==> src/gpio_port_pkg.sv <==
// constants for the eight-line i/o expander port
// assumes an 8-bit register port driven by the device's serial interface engine
package gpio_port_pkg;

    localparam int LINES = 8;
    typedef logic [LINES-1:0] byte_t;

    // ****************************************
    // register offsets
    // ****************************************
    localparam byte_t PIN_FUNCTION_SELECT_ADDR = 8'h17;
    localparam byte_t LINE_DIRECTION_ADDR = 8'h18;
    localparam byte_t LINE_INPUT_LEVEL_ADDR = 8'h19;
    localparam byte_t LINE_OUTPUT_DRIVE_ADDR = 8'h1a;
    localparam byte_t LINE_INTERRUPT_ENABLE_ADDR = 8'h1b;
    localparam byte_t LINE_IRQ_FLAG_ADDR = 8'h1c;
    localparam byte_t LINE_IRQ_POLARITY_ADDR = 8'h1d;

    // ****************************************
    // field positions and reset values
    // ****************************************
    localparam int COLUMN_FIELD_LSB = 4;
    localparam int COLUMN3_BIT = 7;
    localparam int ROW3_BIT = 3;
    localparam byte_t REG_RESET = 8'h00;
    localparam byte_t UNMAPPED_READ = 8'h00;

endpackage

==> src/input_sync2.sv <==
// two-flop synchroniser for the asynchronous pin levels
// assumes one clock domain on the consuming side
module input_sync2 (
    input wire logic clk,
    input wire logic rst_n,
    input wire gpio_port_pkg::byte_t async_in,
    output gpio_port_pkg::byte_t sync_out
);
    import gpio_port_pkg::*;

    byte_t meta_ff;
    byte_t level_ff;

    // the first stage feeds only the second
    always_ff @(posedge clk or negedge rst_n) begin
        if (!rst_n) begin
            meta_ff <= REG_RESET;
            level_ff <= REG_RESET;
        end else begin
            meta_ff <= async_in;
            level_ff <= meta_ff;
        end
    end

    assign sync_out = level_ff;

endmodule // input_sync2

==> src/io_expander_gpio_port.sv <==
// register file, pin drivers and level interrupt of the eight-line i/o expander port
// assumes the serial engine gives one-cycle rd/wr strobes with a stable address
//
// What this block does
// pin function bits 7..4: clear gives lines 7..4, set gives keypad columns 3..0
// pin function bits 3..0: clear gives lines 3..0, set gives keypad rows 3..0
// host sets column-3 pin mode to 1 whenever column pin 3 is used
// host sets row-3 pin mode to 1 whenever row pin 3 is used
// direction bit 0 makes line an input, 1 makes it an output
// input level register returns present level of every line
// output lines driven to their output drive register bit
// interrupt enable bit lets a line with its flag set assert the interrupt output
// interrupt condition is a level; polarity bit picks low or high
// per-line flag set on condition, cleared after being read twice
// interrupt output held low while any enabled flag stays set
module io_expander_gpio_port (
    input wire logic clk,
    input wire logic rst_n,
    input wire gpio_port_pkg::byte_t reg_addr,
    input wire gpio_port_pkg::byte_t reg_wdata,
    input wire logic reg_wr,
    input wire logic reg_rd,
    output gpio_port_pkg::byte_t reg_rdata,
    input wire logic column3_pin_mode,
    input wire logic row3_pin_mode,
    input wire gpio_port_pkg::byte_t pin_in,
    output gpio_port_pkg::byte_t pin_out,
    output gpio_port_pkg::byte_t pin_oe_n,
    output logic [3:0] keypad_column_en,
    output logic [3:0] keypad_row_en,
    output logic interrupt_request_n
);
    import gpio_port_pkg::*;

    function automatic logic hit(input byte_t addr, input byte_t target);
        return addr == target;
    endfunction

    // ****************************************
    // configuration registers
    // ****************************************
    byte_t function_ff, nxt_function;
    byte_t dir_ff, nxt_dir;
    byte_t out_ff, nxt_out;
    byte_t irq_en_ff, nxt_irq_en;
    byte_t polarity_ff, nxt_polarity;

    always_comb begin
        nxt_function = function_ff;
        nxt_dir = dir_ff;
        nxt_out = out_ff;
        nxt_irq_en = irq_en_ff;
        nxt_polarity = polarity_ff;
        if (reg_wr) begin
            if (hit(reg_addr, PIN_FUNCTION_SELECT_ADDR)) nxt_function = reg_wdata;
            if (hit(reg_addr, LINE_DIRECTION_ADDR)) nxt_dir = reg_wdata;
            if (hit(reg_addr, LINE_OUTPUT_DRIVE_ADDR)) nxt_out = reg_wdata;
            if (hit(reg_addr, LINE_INTERRUPT_ENABLE_ADDR)) nxt_irq_en = reg_wdata;
            if (hit(reg_addr, LINE_IRQ_POLARITY_ADDR)) nxt_polarity = reg_wdata;
        end
    end

    always_ff @(posedge clk or negedge rst_n) begin
        if (!rst_n) begin
            function_ff <= REG_RESET;
            dir_ff <= REG_RESET;
            out_ff <= REG_RESET;
            irq_en_ff <= REG_RESET;
            polarity_ff <= REG_RESET;
        end else begin
            function_ff <= nxt_function;
            dir_ff <= nxt_dir;
            out_ff <= nxt_out;
            irq_en_ff <= nxt_irq_en;
            polarity_ff <= nxt_polarity;
        end
    end

    // ****************************************
    // pin function and drivers
    // ****************************************
    byte_t level_s;
    byte_t gpio_line;
    byte_t nxt_oe_n;
    byte_t oe_n_ff;

    input_sync2 u_sync (
        .clk(clk),
        .rst_n(rst_n),
        .async_in(pin_in),
        .sync_out(level_s)
    );

    always_comb begin
        gpio_line = ~function_ff;
        // pins 7 and 3 are dead unless their pad mode is set
        gpio_line[COLUMN3_BIT] = ~function_ff[COLUMN3_BIT] & column3_pin_mode;
        gpio_line[ROW3_BIT] = ~function_ff[ROW3_BIT] & row3_pin_mode;
        nxt_oe_n = ~(gpio_line & dir_ff);
    end

    always_ff @(posedge clk or negedge rst_n) begin
        if (!rst_n) begin
            oe_n_ff <= ~REG_RESET;
        end else begin
            oe_n_ff <= nxt_oe_n;
        end
    end

    assign pin_oe_n = oe_n_ff;
    assign pin_out = out_ff;
    assign keypad_column_en = function_ff[LINES-1:COLUMN_FIELD_LSB];
    assign keypad_row_en = function_ff[COLUMN_FIELD_LSB-1:0];

    // ****************************************
    // interrupt flags and output
    // ****************************************
    byte_t flag_ff, nxt_flag;
    byte_t seen_ff, nxt_seen;
    byte_t cond;
    logic irq_n_ff, nxt_irq_n;
    logic rd_flag;
    logic [1:0] primed_ff, nxt_primed;

    always_comb begin
        rd_flag = reg_rd && hit(reg_addr, LINE_IRQ_FLAG_ADDR);
        // synchroniser shows reset zeros for two edges, not real pin levels
        nxt_primed = {primed_ff[0], 1'b1};
        // only lines that are general-purpose inputs can raise a condition
        cond = {LINES{primed_ff[1]}} & gpio_line & ~dir_ff & ~(level_s ^ polarity_ff);
        for (int i = 0; i < LINES; i++) begin
            // a live condition wins over the second read
            nxt_flag[i] = cond[i] | (flag_ff[i] & ~(rd_flag & seen_ff[i]));
            nxt_seen[i] = nxt_flag[i] & ((rd_flag & flag_ff[i]) ? ~seen_ff[i] : seen_ff[i]);
        end
        nxt_irq_n = ~|(flag_ff & irq_en_ff);
    end

    always_ff @(posedge clk or negedge rst_n) begin
        if (!rst_n) begin
            flag_ff <= REG_RESET;
            seen_ff <= REG_RESET;
            irq_n_ff <= 1'b1;
            primed_ff <= 2'h0;
        end else begin
            flag_ff <= nxt_flag;
            seen_ff <= nxt_seen;
            irq_n_ff <= nxt_irq_n;
            primed_ff <= nxt_primed;
        end
    end

    assign interrupt_request_n = irq_n_ff;

    // ****************************************
    // read data
    // ****************************************
    byte_t rdata_ff, nxt_rdata;

    always_comb begin
        nxt_rdata = rdata_ff;
        if (reg_rd) begin
            unique case (reg_addr)
                PIN_FUNCTION_SELECT_ADDR: nxt_rdata = function_ff;
                LINE_DIRECTION_ADDR: nxt_rdata = dir_ff;
                LINE_INPUT_LEVEL_ADDR: nxt_rdata = level_s;
                LINE_OUTPUT_DRIVE_ADDR: nxt_rdata = out_ff;
                LINE_INTERRUPT_ENABLE_ADDR: nxt_rdata = irq_en_ff;
                LINE_IRQ_FLAG_ADDR: nxt_rdata = flag_ff;
                LINE_IRQ_POLARITY_ADDR: nxt_rdata = polarity_ff;
                default: nxt_rdata = UNMAPPED_READ;
            endcase
        end
    end

    always_ff @(posedge clk or negedge rst_n) begin
        if (!rst_n) begin
            rdata_ff <= REG_RESET;
        end else begin
            rdata_ff <= nxt_rdata;
        end
    end

    assign reg_rdata = rdata_ff;
endmodule // io_expander_gpio_port

==> config.mk <==
export PLATFORM = sky130hd
export DESIGN_NAME = io_expander_gpio_port
export DESIGN_NICKNAME = d
export VERILOG_FILES = /design/src/gpio_port_pkg.sv /design/src/input_sync2.sv /design/src/io_expander_gpio_port.sv
export SDC_FILE = /design/constraint.sdc
export NUM_CORES = 1
export LEC_CHECK = 0
export ABC_AREA = 1
export BUFFER_PORTS_ARGS = -buffer_cell sky130_fd_sc_hd__buf_2
export CORE_ASPECT_RATIO = 0.75
export CORE_MARGIN = 3
export CORE_UTILIZATION = 35
export DETAILED_ROUTE_END_ITERATION = 7
export GPL_ROUTABILITY_DRIVEN = 0
export PLACE_DENSITY_LB_ADDON = 0.25
export SLEW_MARGIN = 20
export SYNTH_ARGS = -nofsm -noshare
export SYNTH_HDL_FRONTEND = slang
export SYNTH_SLANG_ARGS = --single-unit
==> constraint.sdc <==
create_clock -name clk -period 1.6 [get_ports clk]
set_input_delay 0 -clock clk [delete_from_list [all_inputs] [get_ports clk]]
set_output_delay 0 -clock clk [all_outputs]
set_load 0.1 [all_outputs]
; After elaboration in Yosys (flattened, before gate mapping)
; Index checks and enable logic that the tools add are counted.
[totals]
register_bits = 91
in_bits = 30
out_inout_bits = 33
[op_classes]
eq_ne = 7
muxes = 9
bitwise_logic = 70
n_reduce_logical = 8
[op_table]
columns = operator, count
row1 = $eq A8 B5 Y1 const B, 7
row2 = $pmux W8 S7, 1
row3 = $and A8 B8 Y8, 5
row4 = $and A1 B1 Y1, 34
row5 = $not A8 Y8, 3
row6 = $not A1 Y1, 18
row7 = $reduce_and A2 Y1, 5
row8 = $mux W1, 8
row9 = $or A1 B1 Y1, 8
row10 = $reduce_or A8 Y1, 1
row11 = $xor A8 B8 Y8, 1
row12 = $not A7 Y7, 1
row13 = $logic_and A1 B1 Y1, 1
row14 = $logic_not A1 Y1, 1

; Logic depth before layout (Yosys ltp)
[logic_depth]
depth_word = 7
mapped_depth = 10
mapped_depth_nobuf = 9

; By module
; Synthesis repeated with hierarchy kept, for this count alone.
[unflattened]
hier_cells = 494
area_unflattened_um2 = 4250.3
[modules_own_cells]
columns = mod, n_inst, cells_per_inst, area_each_um2, seq_area_each_um2
row1 = io_expander_gpio_port, 1, 478, 3849.9, 1888.1
row2 = input_sync2, 1, 16, 400.4, 400.4

; Worst setup path after synthesis
; No wires, ideal clock.
[synth_timing]
path_kind = register to register
start = register function_ff[7]
end = register seen_ff[7]
setup_time_ns = 0.077
arrival_ns = 1.463
required_ns = 1.523
setup_slack_ns = 0.060
path_stages_with_launch = 7
path_buffers = 0
period_less_slack_ns = 1.540
cell_sequence = dfrtp_1 inv_1 nand2_1 inv_1 nand3_1 or2_2 a21oi_1
[synth_via]
elab_chain_len = 7
[synth_rtl]
columns = element, line_no
row1 = from (decl), io_expander_gpio_port.sv:42  ; byte_t function_ff, nxt_function;
row2 = from (signal assigned), io_expander_gpio_port.sv:71  ; function_ff <= nxt_function;
row3 = $not A1 Y1, io_expander_gpio_port.sv:97  ; gpio_line[COLUMN3_BIT] = ~function_ff[COLUMN3_BIT] & column3_pin_mode;
row4 = $and A1 B1 Y1, io_expander_gpio_port.sv:97
row5 = $and A8 B8 Y8 (3 in series), io_expander_gpio_port.sv:130  ; cond = {LINES{primed_ff[1]}} & gpio_line & ~dir_ff & ~(level_s ^ polarity_ff);
row6 = $or A1 B1 Y1, io_expander_gpio_port.sv:133  ; nxt_flag[i] = cond[i] | (flag_ff[i] & ~(rd_flag & seen_ff[i]));
row7 = $and A1 B1 Y1, io_expander_gpio_port.sv:134  ; nxt_seen[i] = nxt_flag[i] & ((rd_flag & flag_ff[i]) ? ~seen_ff[i] : seen_ff[i]);
row8 = named net nxt_seen[7], io_expander_gpio_port.sv:119  ; byte_t seen_ff, nxt_seen;
row9 = to (signal assigned), io_expander_gpio_port.sv:147  ; seen_ff <= nxt_seen;
row10 = to (decl), io_expander_gpio_port.sv:119
; The timed path passes the listed nets, and every way through them passes these cells.
; A chain may end at the register's enable or synchronous reset.

; Final worst setup path
[layout_timing]
start = register oe_n_ff[5] (netlist: pin_oe_n[5])
end = output pin_oe_n[5]
[layout_rtl]
columns = element, line_no
row1 = from (decl), io_expander_gpio_port.sv:85  ; byte_t oe_n_ff;
row2 = from (signal assigned), io_expander_gpio_port.sv:104  ; oe_n_ff <= ~REG_RESET;
row3 = from (signal assigned), io_expander_gpio_port.sv:106  ; oe_n_ff <= nxt_oe_n;
row4 = to (decl), io_expander_gpio_port.sv:28  ; output gpio_port_pkg::byte_t pin_oe_n,
; No word-level cell between the ends.

==> impl_metrics.ini <==
[run_status]
status = complete, no violations

[route]
dr.pass1.iters = 7
num_vias = 3580
via_per_inst = 4.81
initialDrtViolationCount = 229
wirelength_um = 11200
ant_nets = 0
post_drt_wl_per_cell_um = 15.1
drc = 0

[synthesis]
synth-edff-count = 0
synth_seq_cells = 91
yosysTopAreaCell = dfrtp_1
yosysMostFrequentCell = nand2_1
syn_inst = 494
ys_seq_area_frac = 0.549
netlist_area_mm2 = 0.00417
yosysWarnings = 0
synth_common_cells = nand2_1, dfrtp_1, nand3_1
yosysTopAreaCellShare = 0.492
synth_cell_type_count = 25
synth_top_cells_by_area = dfrtp_1, nand2_1, nand3_1
synth_ff_type = dfrtp_1
syn_area_per_cell_um2 = 8.43
synthesis.nets = 524
async_flop_share = 1.00

[timing]
period_share = 0.801
setup_viol_count_final = 0
rsz0062_at_grt = no
fin_crit_ns = 1.28
tns_ns = 0
finalMaxSlewViolations = 0
hold_viol_final = 0
setup_slack_ns = 0.318
skew_ns = 0.00663
fmax_ghz = 0.780

[critical_path]
cp_num_buf_inv = 1
endpoint_kind = primary output
crit_family = flip-flops
arrival_ns = 1.28
crit_path_start_kind = flop
critPathKind = reg -> out
required_ns = 1.60
critPathMaxFanout = 1
slowest_delay_ns = 0.52
slowest_stage = dfstp_2
path_cells = buf_2

[die]
initial_core_util = 0.370
die_y_um = 100
num_rows = 33
coreArea_mm2 = 0.0113
ioPinCount = 63
die_w_um = 132
die_area_mm2 = 0.0133

[finish]
area_growth_pct = 25.3
drive_above_1_share = 0.204
fillerInstances = 1122
antenna_cells = 0
nets = 612
fin_util = 0.463

[grt]
antenna_found_initial = 0
grt_pass1_wl_um = 18900
globalRouteOverflowTotal = 0
grt_usage = 0.180
grt_pass1_vias = 3625
grt_max_degree = 92

[pwr]
vdd_drop_max_mv = 0.575
power.density_mw_per_mm2 = 1100
power.total_mw = 5.75
static-leakage-power_nw = 2.70

[clock_network]
clkSinkCount = 91
tritoncts = built
cts_buffers = 9
cts_resized = 0
clk_latency_ns = 0.34
cts.htree.levels = 3
cts_setup_buffers = 0
cts_buffer_depth = 2
clk_pin_slew_worst_paths_ns = 0.06
clockRootBuffer = clkbuf_16

[place]
post-place-ws_ns = 0.249
io_buffer_count = 62
hpwl_um = 8160

[hold_path]
hold_class = in -> reg

[job]
cap_violations = 0
## area by class of cell
cell class	instances	area [µm²]	area share
Sequential cell	91	2290	0.438
Multi-Input combinational cell	347	1630	0.312
Timing Repair Buffer	90	596	0.114
Clock buffer	9	225	0.0431
Tap cell	157	196	0.0376
Inverter	43	161	0.0309
Clock inverter	7	124	0.0237
## worst paths after layout
kind | startpoint | end | slack (ns) | cells past startpoint
max | pin_oe_n[5] | pin_oe_n[5] | 0.32 | 1
min | reg_rd | reg_rdata[7] | 0.02 | 3
max reg2reg | primed_ff[1] | seen_ff[3] | 0.35 | 3
min reg2reg | u_sync.meta_ff[4] | u_sync.sync_out[4] | 0.35 | 0
max in group asynchronous | rst_n | pin_oe_n[5] | 0.96 | 3
min in group asynchronous | rst_n | function_ff[7] | 0.22 | 3
## repair_timing
item | in CTS | in global routing
endpoints found under the hold margin | 129 | 0
setup endpoints to repair | 0 | 0
hold buffers | 19 | 0
## per-layer routing
layer	part of all wire	up-vias	track usage	routed length [µm]
met1	0.49	1708	0.256	5540
met2	0.44	109	0.283	4900
met4	0.011	0	0.0412	123
li1	-	1752	-	-
met3	0.059	11	0.0439	659
met5	0	-	0	0
## logic make-up (layout without fill, tap and decap cells)
family                    count (synthesis)  in the layout  synth area share
and+or+nand+nor                         278            278             0.296
DFF                                      91             91             0.549
AOI/OAI and AO/OA                        60             60            0.0781
buffers and inverters                    56            149            0.0592
xor gates and xnor gates                  8              8            0.0168
other                                     1              1          0.000900
## power breakdown
group	switching, mW	total [mW]	internal (mW)
sequential	0.0894	2.53	2.44
clock	0.936	2.48	1.54
combinational	0.577	0.743	0.166
total	1.60	5.75	4.15
## layout by cell type (no fill, tap or decap), types with 9 or more instances in the layout
cell,count
buf_2,61
nand3_1,64
nor2_1,26
nand2_1,163
inv_1,42
dlygate4sd3_1,19
o21ai_0,40
dfrtp_1,82
dfstp_2,9
clkbuf_16,9
## through the flow
step                      hold slack (ns)  area, µm²  instances
after floorplan                    -0.296       4170        494
after global placement             0.0812       4680        709
after detailed placement           0.0837       4680        709
after CTS                          0.0128       5220        744
after global routing               0.0287       5220        744
final                              0.0219       5220        744
No activity file was read; power rests on OpenSTA's default activity.
